**src/include/timing_pin_defs.vh**
```
/*
 * Register offsets, field positions, reset values and source-select codes
 * for the timing pin selector.
 * Assumes an 8-bit register address and 16-bit register data.
 */
`ifndef TIMING_PIN_DEFS_VH
`define TIMING_PIN_DEFS_VH

// Register offsets
`define ADDR_INT_STATUS 8'h00
`define ADDR_INT_MASK 8'h01
`define ADDR_PIN_DRIVE 8'h02
`define ADDR_QUEUE_LIMIT 8'h06
`define ADDR_PIN_SELECT 8'h0B
`define ADDR_PIN1_ENABLE 8'h4F

// Interrupt status and mask bit positions
`define BIT_INT_SLOT_A 5
`define BIT_INT_SLOT_B 6
`define BIT_INT_QUEUE 8

// Pin drive configuration bit positions
`define BIT_PIN0_POLARITY 0
`define BIT_PIN0_OPEN_DRAIN 1
`define BIT_PIN0_ENABLE 2
`define BIT_PIN1_POLARITY 8
`define BIT_PIN1_OPEN_DRAIN 9
`define BIT_PIN1_ENABLE 6

// Source select fields and queue level limit field
`define SEL_PIN0_LSB 0
`define SEL_PIN1_LSB 8
`define SEL_WIDTH 5
`define QUEUE_LIMIT_LSB 8
`define QUEUE_LIMIT_WIDTH 6

// Reset values
`define RST_INT_MASK 16'h0160
`define RST_PIN_DRIVE 16'h0000
`define RST_PIN_SELECT 16'h0000
`define RST_PIN1_ENABLE 1'b0
`define RST_QUEUE_LIMIT 6'h00

// Source select codes
`define SRC_INTERRUPT 5'h01
`define SRC_ENVELOPE 5'h02
`define SRC_LED_A 5'h05
`define SRC_LED_B 5'h06
`define SRC_LED_AB 5'h07
`define SRC_WRITTEN_A 5'h0C
`define SRC_WRITTEN_B 5'h0D
`define SRC_WRITTEN_AB 5'h0E
`define SRC_HALF_RATE 5'h0F
`define SRC_LOGIC_0 5'h10
`define SRC_LOGIC_1 5'h11
`define SRC_OSC_32K 5'h13

`endif

```
**src/verilog/timing_pin_driver.v**
```verilog
/*
 * One timing pin: source selection, polarity and drive gating, registered.
 * Assumes all inputs are synchronous to clk.
 */
`timescale 1ns/1ps
`default_nettype none
`include "timing_pin_defs.vh"

module timing_pin_driver (
    // Clock and reset
    input wire clk,
    input wire rst_n,
    // Configuration
    input wire [4:0] sel,
    input wire polarity,
    input wire open_drain,
    input wire drive_en,
    // Internal timing signals
    input wire irq,
    input wire envelope,
    input wire led_a,
    input wire led_b,
    input wire written_a,
    input wire written_b,
    input wire half_rate,
    input wire osc_32k,
    // Pin
    output reg pin_out,
    output reg pin_oe
);

    reg selected;

    ////////////////////////////////////////////////////////////////////////
    // Source selection
    always @* begin
        case (sel)
            `SRC_INTERRUPT: selected = irq;
            `SRC_ENVELOPE: selected = envelope;
            `SRC_LED_A: selected = led_a;
            `SRC_LED_B: selected = led_b;
            `SRC_LED_AB: selected = led_a | led_b;
            `SRC_WRITTEN_A: selected = written_a;
            `SRC_WRITTEN_B: selected = written_b;
            `SRC_WRITTEN_AB: selected = written_a | written_b;
            `SRC_HALF_RATE: selected = half_rate;
            `SRC_LOGIC_0: selected = 1'b0;
            `SRC_LOGIC_1: selected = 1'b1;
            `SRC_OSC_32K: selected = osc_32k;
            default: selected = 1'b0;
        endcase
    end

    ////////////////////////////////////////////////////////////////////////
    // Polarity inverts the level only; drive enable, then open-drain release on the raw source
    always @(posedge clk) begin
        if (!rst_n) begin
            pin_out <= 1'b0;
            pin_oe <= 1'b0;
        end else begin
            pin_out <= selected ^ polarity;
            if (!drive_en) begin
                pin_oe <= 1'b0;
            end else if (open_drain) begin
                pin_oe <= selected;
            end else begin
                pin_oe <= 1'b1;
            end
        end
    end

endmodule
`default_nettype wire

```
**src/verilog/timing_signal_pin_selector.v**
```verilog
/*
 * Timing signal pin selector: registers, timing signal generation and the
 * two timing pin drivers.
 * Assumes the sequencer, LED drivers, data path and sample queue of the
 * device supply synchronous pulses and levels on CLK, and that the serial
 * port supplies single-cycle register read and write strobes.
 */
// Functional notes
// - Polarity bit per pin, bit 0 and bit 8: set inverts to active low.
// - Drive-mode bit per pin, bit 1 and bit 9: set drives only while asserted.
// - First pin driven only while its enable bit 2 is set.
// - Second pin driven only while its enable bit in register second_pin_drive_enable is set.
// - One register holds 5-bit selects: bits 12:8 second pin, 4:0 first pin.
// - Every timing signal can go to either pin, or both at once.
// - Code 0x01 puts the masked interrupt output on the pin.
// - Code 0x02 spans first enabled slot start to last enabled slot end.
// - With one slot enabled the envelope covers just that slot.
// - Codes 0x05, 0x06, 0x07 copy slot A, slot B, both LED pulses.
// - Codes 0x0C, 0x0D, 0x0E mark data written for A, B, either.
// - Written strobe rises at slot end after write, falls at next sample start.
// - Code 0x0F is a square wave toggling once per sample.
// - Half-rate wave starts low on entering normal mode, rises after first sample.
// - Codes 0x10 and 0x11 give constant logic 0 and logic 1.
// - Code 0x13 copies the 32 kHz oscillator.
// - Mask bit written 0 enables: bit 5 slot A, 6 slot B, 8 queue.
// - Queue interrupt clears on a queue read, sets on write above limit; the set wins if both come in one cycle.
`timescale 1ns/1ps
`default_nettype none
`include "timing_pin_defs.vh"

module timing_signal_pin_selector #(
    parameter COUNT_WIDTH = 8
) (
    // Clock and reset
    input wire CLK,
    input wire RST_N,
    // Register access from the serial port
    input wire REG_WR,
    input wire REG_RD,
    input wire [7:0] REG_ADDR,
    input wire [15:0] REG_WDATA,
    output reg [15:0] REG_RDATA,
    // Sequencer state
    input wire SLOT_A_ENABLED,
    input wire SLOT_B_ENABLED,
    input wire ENTER_NORMAL,
    input wire SAMPLE_START,
    input wire SAMPLE_DONE,
    input wire SLOT_A_START,
    input wire SLOT_A_END,
    input wire SLOT_B_START,
    input wire SLOT_B_END,
    // LED pulses and oscillator
    input wire LED_A_PULSE,
    input wire LED_B_PULSE,
    input wire OSC_32K,
    // Data path and queue events
    input wire DATA_WRITTEN_A,
    input wire DATA_WRITTEN_B,
    input wire QUEUE_WRITE,
    input wire QUEUE_READ,
    input wire [COUNT_WIDTH-1:0] QUEUE_COUNT,
    // Timing pins
    output wire TIMING_PIN_ZERO_OUT,
    output wire TIMING_PIN_ZERO_OE,
    output wire TIMING_PIN_ONE_OUT,
    output wire TIMING_PIN_ONE_OE,
    // Interrupt level as seen by the pins
    output reg IRQ
);

    // Configuration registers
    reg [15:0] int_mask_reg;
    reg [15:0] pin_drive_config_reg;
    reg [15:0] pin_signal_select_reg;
    reg second_pin_drive_enable_reg;
    reg [`QUEUE_LIMIT_WIDTH-1:0] queue_level_limit_reg;

    // Interrupt flags
    reg flag_slot_a_reg;
    reg flag_slot_b_reg;
    reg flag_queue_reg;
    reg flag_slot_a_next;
    reg flag_slot_b_next;
    reg flag_queue_next;

    // Timing signals
    reg envelope_reg;
    reg envelope_next;
    reg written_a_reg;
    reg written_b_reg;
    reg half_rate_reg;
    reg led_a_reg;
    reg led_b_reg;
    reg osc_reg;

    wire wr_status;
    wire queue_above_limit;
    wire env_set;
    wire env_clear;
    reg [15:0] rdata_next;

    wire [9:0] pin_sel;
    wire [1:0] pin_pol;
    wire [1:0] pin_od;
    wire [1:0] pin_en;
    wire [1:0] pin_out;
    wire [1:0] pin_oe;

    ////////////////////////////////////////////////////////////////////////
    // Register writes
    always @(posedge CLK) begin
        if (!RST_N) begin
            int_mask_reg <= `RST_INT_MASK;
            pin_drive_config_reg <= `RST_PIN_DRIVE;
            pin_signal_select_reg <= `RST_PIN_SELECT;
            second_pin_drive_enable_reg <= `RST_PIN1_ENABLE;
            queue_level_limit_reg <= `RST_QUEUE_LIMIT;
        end else if (REG_WR) begin
            case (REG_ADDR)
                `ADDR_INT_MASK: begin
                    int_mask_reg <= REG_WDATA;
                end
                `ADDR_PIN_DRIVE: begin
                    pin_drive_config_reg <= REG_WDATA;
                end
                `ADDR_PIN_SELECT: begin
                    pin_signal_select_reg <= REG_WDATA;
                end
                `ADDR_PIN1_ENABLE: begin
                    second_pin_drive_enable_reg <= REG_WDATA[`BIT_PIN1_ENABLE];
                end
                `ADDR_QUEUE_LIMIT: begin
                    queue_level_limit_reg <=
                        REG_WDATA[`QUEUE_LIMIT_LSB +: `QUEUE_LIMIT_WIDTH];
                end
                default: begin
                end
            endcase
        end
    end

    ////////////////////////////////////////////////////////////////////////
    // Interrupt flags: a setting event wins over a clear in the same cycle
    assign wr_status = REG_WR && (REG_ADDR == `ADDR_INT_STATUS);
    assign queue_above_limit =
        (QUEUE_COUNT > {{(COUNT_WIDTH-`QUEUE_LIMIT_WIDTH){1'b0}}, queue_level_limit_reg});

    always @* begin
        flag_slot_a_next = flag_slot_a_reg;
        flag_slot_b_next = flag_slot_b_reg;
        flag_queue_next = flag_queue_reg;
        if (wr_status && REG_WDATA[`BIT_INT_SLOT_A]) begin
            flag_slot_a_next = 1'b0;
        end
        if (wr_status && REG_WDATA[`BIT_INT_SLOT_B]) begin
            flag_slot_b_next = 1'b0;
        end
        if (DATA_WRITTEN_A) begin
            flag_slot_a_next = 1'b1;
        end
        if (DATA_WRITTEN_B) begin
            flag_slot_b_next = 1'b1;
        end
        if (QUEUE_READ) begin
            flag_queue_next = 1'b0;
        end
        if (QUEUE_WRITE && queue_above_limit) begin
            flag_queue_next = 1'b1;
        end
    end

    always @(posedge CLK) begin
        if (!RST_N) begin
            flag_slot_a_reg <= 1'b0;
            flag_slot_b_reg <= 1'b0;
            flag_queue_reg <= 1'b0;
            IRQ <= 1'b0;
        end else begin
            flag_slot_a_reg <= flag_slot_a_next;
            flag_slot_b_reg <= flag_slot_b_next;
            flag_queue_reg <= flag_queue_next;
            IRQ <= (flag_slot_a_next & ~int_mask_reg[`BIT_INT_SLOT_A]) |
                   (flag_slot_b_next & ~int_mask_reg[`BIT_INT_SLOT_B]) |
                   (flag_queue_next & ~int_mask_reg[`BIT_INT_QUEUE]);
        end
    end

    ////////////////////////////////////////////////////////////////////////
    // Sample envelope: first enabled slot start to last enabled slot end
    assign env_set = (SLOT_A_START && SLOT_A_ENABLED) ||
                     (SLOT_B_START && SLOT_B_ENABLED && !SLOT_A_ENABLED);
    assign env_clear = (SLOT_B_END && SLOT_B_ENABLED) ||
                       (SLOT_A_END && SLOT_A_ENABLED && !SLOT_B_ENABLED);

    always @* begin
        envelope_next = envelope_reg;
        if (env_clear) begin
            envelope_next = 1'b0;
        end
        if (env_set) begin
            envelope_next = 1'b1;
        end
    end

    ////////////////////////////////////////////////////////////////////////
    // Timing signal generation
    always @(posedge CLK) begin
        if (!RST_N) begin
            envelope_reg <= 1'b0;
            written_a_reg <= 1'b0;
            written_b_reg <= 1'b0;
            half_rate_reg <= 1'b0;
            led_a_reg <= 1'b0;
            led_b_reg <= 1'b0;
            osc_reg <= 1'b0;
        end else begin
            envelope_reg <= envelope_next;
            led_a_reg <= LED_A_PULSE;
            led_b_reg <= LED_B_PULSE;
            osc_reg <= OSC_32K;
            // Written strobes hold from slot end until the next sample starts
            if (DATA_WRITTEN_A) begin
                written_a_reg <= 1'b1;
            end else if (SAMPLE_START) begin
                written_a_reg <= 1'b0;
            end
            if (DATA_WRITTEN_B) begin
                written_b_reg <= 1'b1;
            end else if (SAMPLE_START) begin
                written_b_reg <= 1'b0;
            end
            if (ENTER_NORMAL) begin
                half_rate_reg <= 1'b0;
            end else if (SAMPLE_DONE) begin
                half_rate_reg <= ~half_rate_reg;
            end
        end
    end

    ////////////////////////////////////////////////////////////////////////
    // Register reads
    always @* begin
        rdata_next = 16'h0000;
        case (REG_ADDR)
            `ADDR_INT_STATUS: begin
                rdata_next[`BIT_INT_SLOT_A] = flag_slot_a_reg;
                rdata_next[`BIT_INT_SLOT_B] = flag_slot_b_reg;
                rdata_next[`BIT_INT_QUEUE] = flag_queue_reg;
            end
            `ADDR_INT_MASK: begin
                rdata_next = int_mask_reg;
            end
            `ADDR_PIN_DRIVE: begin
                rdata_next = pin_drive_config_reg;
            end
            `ADDR_PIN_SELECT: begin
                rdata_next = pin_signal_select_reg;
            end
            `ADDR_PIN1_ENABLE: begin
                rdata_next[`BIT_PIN1_ENABLE] = second_pin_drive_enable_reg;
            end
            `ADDR_QUEUE_LIMIT: begin
                rdata_next[`QUEUE_LIMIT_LSB +: `QUEUE_LIMIT_WIDTH] =
                    queue_level_limit_reg;
            end
            default: begin
                rdata_next = 16'h0000;
            end
        endcase
    end

    always @(posedge CLK) begin
        if (!RST_N) begin
            REG_RDATA <= 16'h0000;
        end else if (REG_RD) begin
            REG_RDATA <= rdata_next;
        end
    end

    ////////////////////////////////////////////////////////////////////////
    // Per-pin configuration and drivers
    assign pin_sel[4:0] = pin_signal_select_reg[`SEL_PIN0_LSB +: `SEL_WIDTH];
    assign pin_sel[9:5] = pin_signal_select_reg[`SEL_PIN1_LSB +: `SEL_WIDTH];
    assign pin_pol = {pin_drive_config_reg[`BIT_PIN1_POLARITY],
                      pin_drive_config_reg[`BIT_PIN0_POLARITY]};
    assign pin_od = {pin_drive_config_reg[`BIT_PIN1_OPEN_DRAIN],
                     pin_drive_config_reg[`BIT_PIN0_OPEN_DRAIN]};
    assign pin_en = {second_pin_drive_enable_reg,
                     pin_drive_config_reg[`BIT_PIN0_ENABLE]};

    genvar i;
    generate
        for (i = 0; i < 2; i = i + 1) begin : g_pin
            timing_pin_driver u_drv (
                .clk(CLK),
                .rst_n(RST_N),
                .sel(pin_sel[i*5 +: 5]),
                .polarity(pin_pol[i]),
                .open_drain(pin_od[i]),
                .drive_en(pin_en[i]),
                .irq(IRQ),
                .envelope(envelope_reg),
                .led_a(led_a_reg),
                .led_b(led_b_reg),
                .written_a(written_a_reg),
                .written_b(written_b_reg),
                .half_rate(half_rate_reg),
                .osc_32k(osc_reg),
                .pin_out(pin_out[i]),
                .pin_oe(pin_oe[i])
            );
        end
    endgenerate

    assign TIMING_PIN_ZERO_OUT = pin_out[0];
    assign TIMING_PIN_ZERO_OE = pin_oe[0];
    assign TIMING_PIN_ONE_OUT = pin_out[1];
    assign TIMING_PIN_ONE_OE = pin_oe[1];

endmodule
`default_nettype wire

```
**config.mk**
```make
export PLATFORM = sky130hd
export DESIGN_NAME = timing_signal_pin_selector
export DESIGN_NICKNAME = d
export VERILOG_FILES = /design/src/verilog/timing_pin_driver.v /design/src/verilog/timing_signal_pin_selector.v
export VERILOG_INCLUDE_DIRS = /design/src /design/src/include
export SDC_FILE = /design/constraint.sdc
export NUM_CORES = 1
export LEC_CHECK = 0
export ABC_AREA = 1
export BUFFER_PORTS_ARGS = -buffer_cell sky130_fd_sc_hd__buf_2
export CELL_PAD_IN_SITES_DETAIL_PLACEMENT = 0
export CELL_PAD_IN_SITES_GLOBAL_PLACEMENT = 1
export CORE_MARGIN = 2
export CORE_UTILIZATION = 39
export CTS_CLUSTER_DIAMETER = 100
export DETAILED_ROUTE_END_ITERATION = 8
export GPL_ROUTABILITY_DRIVEN = 0
export PLACE_DENSITY = 0.83
export SYNTH_ARGS = -nofsm -noshare
export SYNTH_HDL_FRONTEND = slang
export SYNTH_SLANG_ARGS = --single-unit
```
**constraint.sdc**
```tcl
create_clock -name CLK -period 1.8 [get_ports CLK]
set_input_delay 0.27 -clock CLK [delete_from_list [all_inputs] [get_ports CLK]]
set_output_delay 0.27 -clock CLK [all_outputs]
set_load 0.01 [all_outputs]
```
# After elaboration in Yosys (flattened, before gate mapping)
# Index checks and enable logic that the tools add are counted.
# word_totals
ff_bits,86
in_bits,52
output_inout_bits,21
word_cells,111
# op_classes
order_cmp,1
n_eq_ne,27
n_mux,22
n_bitwise,14
reduce_logical,26
# ops
operator,n
== test 5 x 4 -> 1 bit (second input constant),8
== test 5 x 3 -> 1 bit (second input constant),6
one-hot mux 1 bit (11 select lines),2
== test 5 bit (second input constant),4
one-hot mux 5 bit (4 select lines),1
one-hot mux 5 bit (3 select lines),1
AND reduction 2 bit,7
2-to-1 mux 1 bit,13
== test 5 x 1 -> 1 bit (second input constant),2
== test 5 x 2 -> 1 bit (second input constant),2
logical AND 1 bit,10
one-hot mux 1 bit (5 select lines),2
== test 8 x 1 -> 1 bit (second input constant),1
== test 8 x 2 -> 1 bit (second input constant),1
== test 8 x 3 -> 1 bit (second input constant),1
== test 8 x 4 -> 1 bit (second input constant),1
== test 8 x 7 -> 1 bit (second input constant),1
> comparator 8 x 6 -> 1 bit,1
zero test 8 bit,1
one-hot mux 2 bit (3 select lines),1
nonzero test 2 bit,3
inverter 1 bit,5
bitwise OR 1 bit,4
one-hot mux 1 bit (4 select lines),1
6 further kinds,11

# Depth between registers and ports, before layout
# Gate-level depths: netlist of run 1.
# logic_depth
word_depth,8
depth_mapped,13
mapped_depth_nobuf,13

# Cells and area by module
# From an unflattened synthesis of run 1, not the netlist that was laid out.
# hier_totals
hier_cells,603
hier_area_um2,4125.2
# modules_own_cells
mod,n_inst,cells_each,area_each_um2
timing_signal_pin_selector,1,501,3589.7
timing_pin_driver,2,51,267.8

# Worst setup path before layout of run 1
# OpenSTA, ideal clock, no wires.
# synth_timing
kind,input to register
from,input port REG_ADDR[7]
to,register pin_drive_config_reg[10]
setup_ns,0.116
arrival_ns,1.147
path_slack_ns,0.537
cell_stages,9
path_cell_list,nor2_1 -> nand2_1 -> inv_2 -> nand2_1 -> nor2_1 -> nand2_2 -> clkbuf_1 -> o21ai_0 -> nor2_1
# synth_between
elab_chain_len,2
# synth_rtl
item,line,source
"start, declared",timing_signal_pin_selector.v:40,"input wire [7:0] REG_ADDR,"
== test 8 x 2 -> 1 bit,timing_signal_pin_selector.v:120,case (REG_ADDR)
AND reduction 2 bit (no source line),-,
"end signal, assigned",timing_signal_pin_selector.v:115,pin_drive_config_reg <= `RST_PIN_DRIVE;
"end, declared",timing_signal_pin_selector.v:74,reg [15:0] pin_drive_config_reg;
# Every way passes these cells.
# A chain may end at the register's enable or synchronous reset.

# Worst setup path in the final report of run 1
# layout_timing
from,register queue_level_limit_reg[5]
to,register IRQ
# layout_between
elab_chain_len,5
# layout_rtl
item,line,source
"start, declared",timing_signal_pin_selector.v:77,reg [`QUEUE_LIMIT_WIDTH-1:0] queue_level_limit_reg;
"start signal, assigned",timing_signal_pin_selector.v:118,queue_level_limit_reg <= `RST_QUEUE_LIMIT;
"start signal, assigned",timing_signal_pin_selector.v:134,queue_level_limit_reg <=
> comparator 8 x 6 -> 1 bit,timing_signal_pin_selector.v:147,"(QUEUE_COUNT > {{(COUNT_WIDTH-`QUEUE_LIMIT_WIDTH){1'b0}}, queue_level_limit_reg});"
logical AND 1 bit,timing_signal_pin_selector.v:168,if (QUEUE_WRITE && queue_above_limit) begin
2-to-1 mux 1 bit,timing_signal_pin_selector.v:168,
AND 1 bit,timing_signal_pin_selector.v:185,(flag_queue_next & ~int_mask_reg[`BIT_INT_QUEUE]);
bitwise OR 1 bit,timing_signal_pin_selector.v:183,IRQ <= (flag_slot_a_next & ~int_mask_reg[`BIT_INT_SLOT_A]) |
"end signal, assigned",timing_signal_pin_selector.v:183,
"end, declared",timing_signal_pin_selector.v:69,output reg IRQ
# Every way passes these cells.

==> results of run 1 <==
## metrics by stage
stage / worst slack [ns] / instances / power (mW)
global placement: 0.262 / 784 / 2.22
floorplan: 0.537 / 591 / 2.10
global route: 0.155 / 800 / 3.57
CTS: 0.352 / 800 / 3.45
finish: 0.377 / 800 / 3.42
detailed placement: 0.220 / 784 / 2.23
## routing by layer
metal  track usage, %  routed length (µm)  up-vias
met5                0                   0        -
met4             7.33                 198        0
met3             4.82                 596       17
met2             34.7                5130      106
met1             26.2                5080     1834
li1                 -                   -     2061
## report_power, final
group          internal, mW  switching (mW)
sequential             1.92          0.0167
clock                 0.546           0.699
combinational        0.0891           0.154
## cell usage in the layout (no fill, tap or decap), drive strengths merged, types with 2 or more instances in the layout
master / synthesis / final
a21oi: 50 / 50
ha: 6 / 6
nor3: 7 / 7
nand2: 144 / 144
buf: 16 / 86
dfxtp: 86 / 86
clkinv: 0 / 2
nand4: 10 / 10
clkbuf: 13 / 12
o211ai: 5 / 5
clkinvlp: 0 / 2
nor2: 94 / 94
o21ai: 47 / 47
inv: 47 / 47
nand3: 59 / 59
## how the worst min path moves through the flow
stage / slack, ns / to / from
floorplan: 0.35 / half_rate_reg / ENTER_NORMAL
global placement: 0.43 / half_rate_reg / ENTER_NORMAL
detailed placement: 0.45 / half_rate_reg / ENTER_NORMAL
CTS: 0.06 / half_rate_reg / ENTER_NORMAL
global route: 0.06 / half_rate_reg / ENTER_NORMAL
finish: 0.07 / half_rate_reg / ENTER_NORMAL
## synthesized netlist by cell type, drive strengths merged
master,n,share of area [%]
nand3,59,7.3
o21ai,47,5.8
buf,16,2.8
a21oi,50,6.9
inv,47,4.4
and2,1,0.22
nand3b,1,0.19
clkbuf,13,1.2
or2,1,0.15
nand2,144,14
nor4,1,0.15
o211ai,5,0.93
ha,6,1.9
nor2,94,8.8
nor3,7,1.1
dfxtp,86,43
a21boi,1,0.19
nand4,10,1.5
nor3b,1,0.19
and3,1,0.15
## cell families after synthesis
kind of cell | synth area share, %
buffers and inverters | 8.38
AO/OA/AOI/OAI | 13.9
AND/OR/NAND/NOR | 33.4
adder cells (fa/ha/maj) | 1.86
flip-flops | 42.5
## area by class of cell
class	instances	area, µm²
multi-input combinational	429	1990
clock buffer	12	145
clock inverter	4	32.5
fill	1104	5490
tap	136	170
sequential	86	1720
timing repair buffer	86	465
inverter	47	176
## critical path, cell delays in order, from the launching register on
cell and delay, ns:
dfxtp_1 0.35, inv_1 0.06, ha_1 0.28, nand2_1 0.06, nor3b_1 0.17, nand2_1 0.07
nand2_1 0.11, nand2_1 0.07, nand3_1 0.07, nand3_1 0.07
==> out/results.ini, run 1 <==
[placed_design]
dp_hpwl_um = 7890
postPlaceCellArea_um2 = 4520
io_buffers = 72

[global_routing]
track_usage_pct = 20.8
grt_overflow = 0
antenna_found_initial = 0
grt_start_max_net_pins = 57
grt_pass1_vias = 3959
grt_first_pass_wirelength_um = 18600

[clocking]
root_buffer = clkbuf_8
cts_num_sinks = 86
htreeDepth = 3
cts_resized = 0
clkLatencyLatePin_ns = 0.35
numCtsBuffers = 9
clk_pin_slew_worst_paths_ns = 0.09
postCtsHoldBufs = 0
postCtsSetupRepairBufs = 0
clockBufferDepth = 2
cts_tree = built

[setup_path]
cp-startpoint = queue_level_limit_reg[5]
crit_fanout = 2
path_class = flop to flop
start_kind = flop
endpoint = IRQ
r2r_slack_ns = 0.38
crit_required_ns = 2.05
endpoint_kind = flop
timing.rr.end = IRQ
rr_worst_depth = 9
r2r-start = queue_level_limit_reg[5]
arrival_ns = 1.67

[die]
fp.dieW_um = 106
core-area_um2 = 10200
fp.dieH_um = 106
fp-row-count = 37
start_util_pct = 39.7
ios = 73
fp.dieArea_um2 = 11200

[final_layout]
diodes = 0
final_layout_size_suffix_gt1_share_pct = 17.8
final_nets = 717
final_design_area_no_fill_um2 = 4700
utilization_pct = 46.1
syn2layout_area_growth_pct = 16.1

[timing]
setup_violations = 0
slew_headroom_pct = 65.4
rsz0062_at_grt = false
tightestPinTransition_ns = 0.519
fin_skew_ns = 0.00664
slew_viol_final = 0
fin_crit_sh_pct = 79.1
hold_violations = 0
clock.fmax_mhz = 703
fin_hold_ws_ns = 0.0719
setup_tns_ns = 0
min_period_ns = 1.42

[drt]
antenna_left = 0
drc = 0
viasPerCell = 5.02
drt_iter0_markers = 204
vias = 4018
wl_per_cell_um = 13.8
drtPass1Iterations = 5
wl_um = 11000

[logic_synthesis]
synth.yosys.seq_area_share_pct = 42.5
syn-instance-count = 591
synth_warnings = 0
synth_area_um2 = 4050
synthesis.nets = 649
syn_area_per_cell_um2 = 6.85
synth-seq-cells = 86
ys_types = 28

[outcome]
status = finished clean

[job]
maxCapViolCount = 0

[worst_hold_path]
min_path_type = input pin to flop
hold_depth = 2

[power_and_ir_drop]
p_per_area_nw_per_um2 = 729
p_leak_nw = 2.05
ir_drop_v = 0.000397

No activity file was read; power rests on OpenSTA's default activity.
==> run 2, diff against run 1 <==
==> constraint.sdc (replaced) <==
create_clock -name CLK -period 1.5 [get_ports CLK]
set_input_delay 0.225 -clock CLK [delete_from_list [all_inputs] [get_ports CLK]]
set_output_delay 0.225 -clock CLK [all_outputs]
set_load 0.01 [all_outputs]
==> run 2 against run 1 <==
  * First-iteration DRC count is 12% lower
  * Worst setup slack worse by 0.26 ns
  * Worst hold slack worse by 0.041 ns
  * Critical path depth stayed put
  * Combinational power is 28% higher
  * Via count is 0.60% higher
  * Clock skew is 0.0022 ns higher
  * Non-clock buffer count is 14 higher
==> out/results.ini, run 2 (synthesis gave the netlist of run 1 again) <==
[outcome]
status = finished clean

[final_layout]
final_layout_size_suffix_gt1_share_pct = 20.4  ; +2.6 points
fill_cells = 1055  ; -4.4%
final_cell_mix = nand2_1, nor2_1, dfxtp_1
final_nets = 731  ; +2.0%
syn2layout_area_growth_pct = 20.6
regArea_um2 = 1720  ; unchanged
diodes = 0  ; unchanged
final_common_cell = nand2_1
multiInputGateArea_um2 = 2010  ; +1.2%
final_design_area_no_fill_um2 = 4880  ; +3.9%

[die]
fp.dieArea_um2 = 11200  ; unchanged
core-area_um2 = 10200  ; unchanged
fp-row-count = 37  ; unchanged
ios = 73  ; unchanged
fp.dieW_um = 106  ; unchanged
fp.dieH_um = 106  ; unchanged
start_util_pct = 39.7  ; unchanged

[placed_design]
postPlaceCellArea_um2 = 4660  ; +3.2%
dp_hpwl_um = 8130  ; +3.0%
io_buffers = 72  ; unchanged

[power_and_ir_drop]
clkPwrFrac_pct = 37.4  ; +1.1 points
p_per_area_nw_per_um2 = 861  ; +18%
switching_share_pct = 25.5  ; +0.13 points
seqPwrFrac_pct = 55.2  ; -1.4 points
ir_drop_v = 0.000387  ; -2.4%
p_leak_nw = 2.14  ; +4.5%
power.internal_mw = 3.13  ; +22%
power_frac_comb_pct = 7.4  ; +0.3 points
switchingPower_mw = 1.07  ; +23%
power.total_mw = 4.20  ; +23%

[setup_path]
arrival_ns = 1.63  ; -0.04 ns
endpoint_kind = flop
start_kind = flop
crit_required_ns = 1.75  ; -0.30 ns
cp-startpoint = queue_level_limit_reg[5]
path_class = flop to flop
crit_fanout = 2  ; unchanged
r2r-start = queue_level_limit_reg[5]

[clocking]
clk_pin_slew_worst_paths_ns = 0.09  ; about the same
numCtsBuffers = 9  ; unchanged
cts_num_sinks = 86  ; unchanged
cts_tree = built
clkLatencyLatePin_ns = 0.35  ; about the same
postCtsHoldBufs = 0  ; unchanged
clockBufferDepth = 2  ; unchanged
root_buffer = clkbuf_8
htreeDepth = 3  ; unchanged

[drt]
vias = 4042  ; +0.60%
wl_um = 10900  ; -0.55%
drtPass1Iterations = 5  ; unchanged
drt_iter0_markers = 180  ; -12%
drc = 0  ; unchanged
viasPerCell = 4.97  ; -1.1%
antenna_left = 0  ; unchanged
wl_per_cell_um = 13.4  ; -2.3%

[global_routing]
track_usage_pct = 20.7  ; -0.052 points
grt_first_pass_wirelength_um = 18600  ; about the same
antenna_found_initial = 0  ; unchanged
grt_pass1_vias = 4012  ; +1.3%
grt_start_max_net_pins = 34  ; -40%
grt_overflow = 0  ; unchanged

[timing]
fin_hold_ws_ns = 0.0311  ; -0.0408 ns
setup_tns_ns = 0  ; unchanged
slew_headroom_pct = 71.2  ; +5.8 points
tightestPinTransition_ns = 0.431  ; -0.0875 ns
fin_skew_ns = 0.00888  ; +0.00224 ns
clock.fmax_mhz = 724  ; +3.0%
slew_viol_final = 0  ; unchanged
fin_crit_sh_pct = 92.1  ; +13 points
hold_violations = 0  ; unchanged
min_period_ns = 1.38  ; -0.0419 ns
setup_violations = 0  ; unchanged

[worst_hold_path]
holdCritStartpoint = ENTER_NORMAL
min_path_type = input pin to flop

[job]
maxCapViolCount = 0  ; unchanged

## run 2: cell type report
cell class                      count  share of cell area, %
Multi-Input combinational cell    429                   41.2
Sequential cell                    86                   35.3
Inverter                           47                   3.62
Tap cell                          136                   3.49
Timing Repair Buffer              100                   12.5
Clock inverter                      5                  0.846
Clock buffer                       11                   3.10
## run 2: per-stage QoR
step | cells | worst slack [ns] | utilization [%]
3_5_place_dp | 798 | 0.0151 | 45.8
5_1_grt | 814 | -0.00669 | 47.9
3_3_place_gp | 798 | 0.0509 | 45.8
2_1_floorplan | 591 | 0.251 | -
4_1_cts | 814 | 0.0707 | 47.7
6_report | 814 | 0.119 | 47.9
## run 2: repair_timing
| item | CTS | global route |
|---|---|---|
| resized for setup | 0 | 4 |
| endpoints found under the setup margin | 0 | 1 |
| setup buffers | 0 | 0 |
## run 2: worst paths after layout
path,slack [ns],depth (start not counted),to
min,0.03,2,half_rate_reg
max,0.12,9,IRQ
min reg2reg,0.46,2,pin_signal_select_reg[7]
max reg2reg,0.12,9,IRQ
## run 2: power groups by stage
stage               registers (mW)  clock network [mW]  logic, mW
finish                        2.32                1.57      0.310
global route                  2.33                1.71      0.350
CTS                           2.32                1.61      0.307
detailed placement            2.37                   0      0.306
global placement              2.37                   0      0.300
floorplan                     2.37                   0      0.150
## run 2: worst max-delay path, stage by stage, from the launching register on
cell	delay [ns]
dfxtp_1	0.33
inv_1	0.06
ha_1	0.29
nand2_1	0.05
nor2_1	0.14
a21boi_0	0.12
nand2_2	0.11
nand2_1	0.06
nand3_1	0.06
nand3_1	0.07
## run 2: layer usage
| metal | part of all wire [%] | up-vias | global-route usage [%] |
|---|---|---|---|
| met1 | 47 | 1880 | 26.6 |
| met4 | 1.1 | 0 | 6.20 |
| met3 | 3.5 | 10 | 2.78 |
| li1 | - | 2084 | - |
| met5 | 0 | - | 0 |
| met2 | 48 | 68 | 36.2 |
==> run 3, diff against run 2 <==
--- a/config.mk
+++ b/config.mk
@@ -10,12 +10,12 @@
 export BUFFER_PORTS_ARGS = -buffer_cell sky130_fd_sc_hd__buf_2
 export CELL_PAD_IN_SITES_DETAIL_PLACEMENT = 0
 export CELL_PAD_IN_SITES_GLOBAL_PLACEMENT = 1
-export CORE_MARGIN = 2
+export CORE_MARGIN = 5
 export CORE_UTILIZATION = 39
 export CTS_CLUSTER_DIAMETER = 100
 export DETAILED_ROUTE_END_ITERATION = 8
 export GPL_ROUTABILITY_DRIVEN = 0
-export PLACE_DENSITY = 0.83
+export PLACE_DENSITY_LB_ADDON = 0.1
 export SYNTH_ARGS = -nofsm -noshare
 export SYNTH_HDL_FRONTEND = slang
 export SYNTH_SLANG_ARGS = --single-unit
==> run 3 against run 2 <==
  * Cell area rose by 1.3%
  * First-iteration DRC count rose by 34%
  * Non-clock buffer count down 3
  * Total power grew 11%
  * Die area is 12% higher
  * Critical path type unchanged
==> out/results.ini, run 3 (synthesis gave the netlist of run 1 again) <==
[drt]
viasPerCell = 4.93  ; -0.70%
drtPass1Iterations = 5  ; unchanged
drt_iter0_markers = 241  ; +34%
drc = 0  ; unchanged
antenna_left = 0  ; unchanged
vias = 3999  ; -1.1%
wl_per_cell_um = 14.2  ; +5.8%
wl_um = 11500  ; +5.4%

[job]
maxCapViolCount = 0  ; unchanged

[setup_path]
r2r_slack_ns = 0.12  ; about the same
start_kind = flop
critical-path-top-delay-family = simple AND/OR/NAND/NOR gates
crit_path_max_incr_delay_ns = 0.33  ; about the same
r2r-start = queue_level_limit_reg[3]
cpMostUsedCell = nand2_1
endpoint_kind = flop
rr_worst_depth = 12  ; +3
timing.rr.end = IRQ
path_cells = inv_1, ha_1, nand2_1, inv_1, nand2_1, nand2_1, nand2_1, nand2_1, nand2_2, nand2_2, nand3_2, nand3_2
crit_buf_inv = 2  ; +1
crit_fanout = 2  ; unchanged
arrival_ns = 1.63  ; about the same
cpMaxStageDelayCell = dfxtp_2
path_class = flop to flop
crit_required_ns = 1.75  ; about the same

[power_and_ir_drop]
power.internal_mw = 3.55  ; +13%
clkPwrFrac_pct = 43.4  ; +6.0 points
p_leak_nw = 2.18  ; +1.6%
switching_share_pct = 23.7  ; -1.8 points
switchingPower_mw = 1.10  ; +2.8%
power.total_mw = 4.65  ; +11%
power_frac_comb_pct = 6.6  ; -0.8 points
p_per_area_nw_per_um2 = 941  ; +9.3%
ir_drop_v = 0.000509  ; +31%
seqPwrFrac_pct = 49.9  ; -5.3 points

[clocking]
clockBufferDepth = 2  ; unchanged
cts_tree = built
root_buffer = clkbuf_8
htreeDepth = 3  ; unchanged
postCtsHoldBufs = 0  ; unchanged
numCtsBuffers = 9  ; unchanged
cts_num_sinks = 86  ; unchanged
clk_pin_slew_worst_paths_ns = 0.09  ; about the same
clkLatencyLatePin_ns = 0.36  ; about the same

[worst_hold_path]
min_path_type = input pin to flop
hold_depth = 2  ; unchanged
holdCritStartpoint = ENTER_NORMAL
min_delay_worst_endpoint = half_rate_reg

[timing]
hold_violations = 0  ; unchanged
clock.fmax_mhz = 724  ; about the same
slew_viol_final = 0  ; unchanged
setup_violations = 0  ; unchanged
fin_crit_sh_pct = 92.1  ; about the same
slew_headroom_pct = 71.2  ; about the same
rsz0062_at_grt = false
min_period_ns = 1.38  ; -0.000520 ns
fin_skew_ns = 0.0134  ; +0.00455 ns
tightestPinTransition_ns = 0.432  ; +0.000711 ns

[global_routing]
grt_pass1_vias = 3780  ; -5.8%
grt_overflow = 0  ; unchanged
grt_use_met3_pct = 3.53  ; +0.75 points
grt_first_pass_wirelength_um = 19000  ; +2.0%
gr-usage-met2_pct = 31.0  ; -5.2 points
busiest_layer = met2
grt_start_max_net_pins = 33  ; -2.9%
use_met1_pct = 24.6  ; -2.0 points
track_usage_pct = 18.6  ; -2.1 points
antenna_found_initial = 0  ; unchanged

[final_layout]
final_nets = 728  ; -0.41%
final_common_cell = nand2_1
final_design_area_no_fill_um2 = 4940  ; +1.3%
syn2layout_area_growth_pct = 22.2
final_layout_size_suffix_gt1_share_pct = 21.2  ; +0.83 points
diodes = 0  ; unchanged
final_cell_mix = nand2_1, nor2_1, dfxtp_1

[die]
fp.dieW_um = 112  ; +5.7%
ios = 73  ; unchanged
start_util_pct = 39.5  ; -0.18 points
fp.dieArea_um2 = 12500  ; +12%
core-area_um2 = 10200  ; +0.45%
fp.dieH_um = 112  ; +5.7%
fp-row-count = 37  ; unchanged

[placed_design]
dp_hpwl_um = 8470  ; +4.1%
io_buffers = 72  ; unchanged
postPlaceCellArea_um2 = 4640  ; -0.38%

[outcome]
status = finished clean

## run 3: cell types whose count changed in the layout (fill, tap and decap cells not counted), moves of 2 or more
cell,previous run,this run
buf_4,25,21
dfxtp_1,86,82
dfxtp_2,0,4
bufinv_16,0,3
clkbuf_8,11,9
clkinvlp_4,2,0
inv_6,1,3
nand3_1,59,57
nand3_2,0,2
nor2_1,93,91
nor2_2,1,3
## run 3: power by group through the flow
stage,sequential (mW),combinational (mW),clock (mW)
after floorplan,2.37,0.150,0
after global placement,2.38,0.300,0
after CTS,2.32,0.307,2.09
final,2.32,0.309,2.02
after detailed placement,2.38,0.305,0
after global routing,2.33,0.348,2.17
## run 3: worst max-delay path by stage
stage	startpoint	endpoint	slack (ns)	cells after the start
2_1_floorplan	queue_level_limit_reg[3]	IRQ	0.25	12
3_3_place_gp	REG_ADDR[7]	REG_RDATA[3]	-0.008	11
3_5_place_dp	REG_ADDR[5]	REG_RDATA[3]	-0.01	11
4_1_cts	queue_level_limit_reg[3]	IRQ	0.04	12
5_1_grt	queue_level_limit_reg[2]	IRQ	0.009	12
6_report	queue_level_limit_reg[3]	IRQ	0.12	12
## run 3: area by class of cell
class | count | area (µm²)
Fill cell | 1084 | 5290
Multi-Input combinational cell | 429 | 2020
Sequential cell | 86 | 1730
Timing Repair Buffer | 97 | 598
Inverter | 47 | 176
Tap cell | 136 | 170
Clock inverter | 7 | 125
Clock buffer | 9 | 124
## run 3: what timing repair did
item | CTS | global route
pin swaps | 0 | 2
resized for setup | 1 | 12
endpoints found under the hold margin | 0 | 0
setup endpoints to repair | 1 | 3
buffers inserted | 0 | 1
## run 3: per-layer routing
metal | part of all wire (%) | wire [µm]
met1 | 47 | 5430
met2 | 47 | 5460
met3 | 3.9 | 453
met4 | 1.6 | 183
met5 | 0 | 0
## run 3: metrics by stage
stage / hold slack (ns) / std cells / TNS, ns / utilization [%] / setup WS (ns)
after floorplan: 0.300 / 591 / 0 / - / 0.251
after global placement: 0.385 / 794 / -0.00845 / 45.4 / -0.00845
after detailed placement: 0.392 / 794 / -0.0440 / 45.4 / -0.00999
after CTS: 0.00209 / 810 / 0 / 47.9 / 0.0421
after global routing: 0.00439 / 811 / 0 / 48.3 / 0.00929
final: 0.0257 / 811 / 0 / 48.3 / 0.119
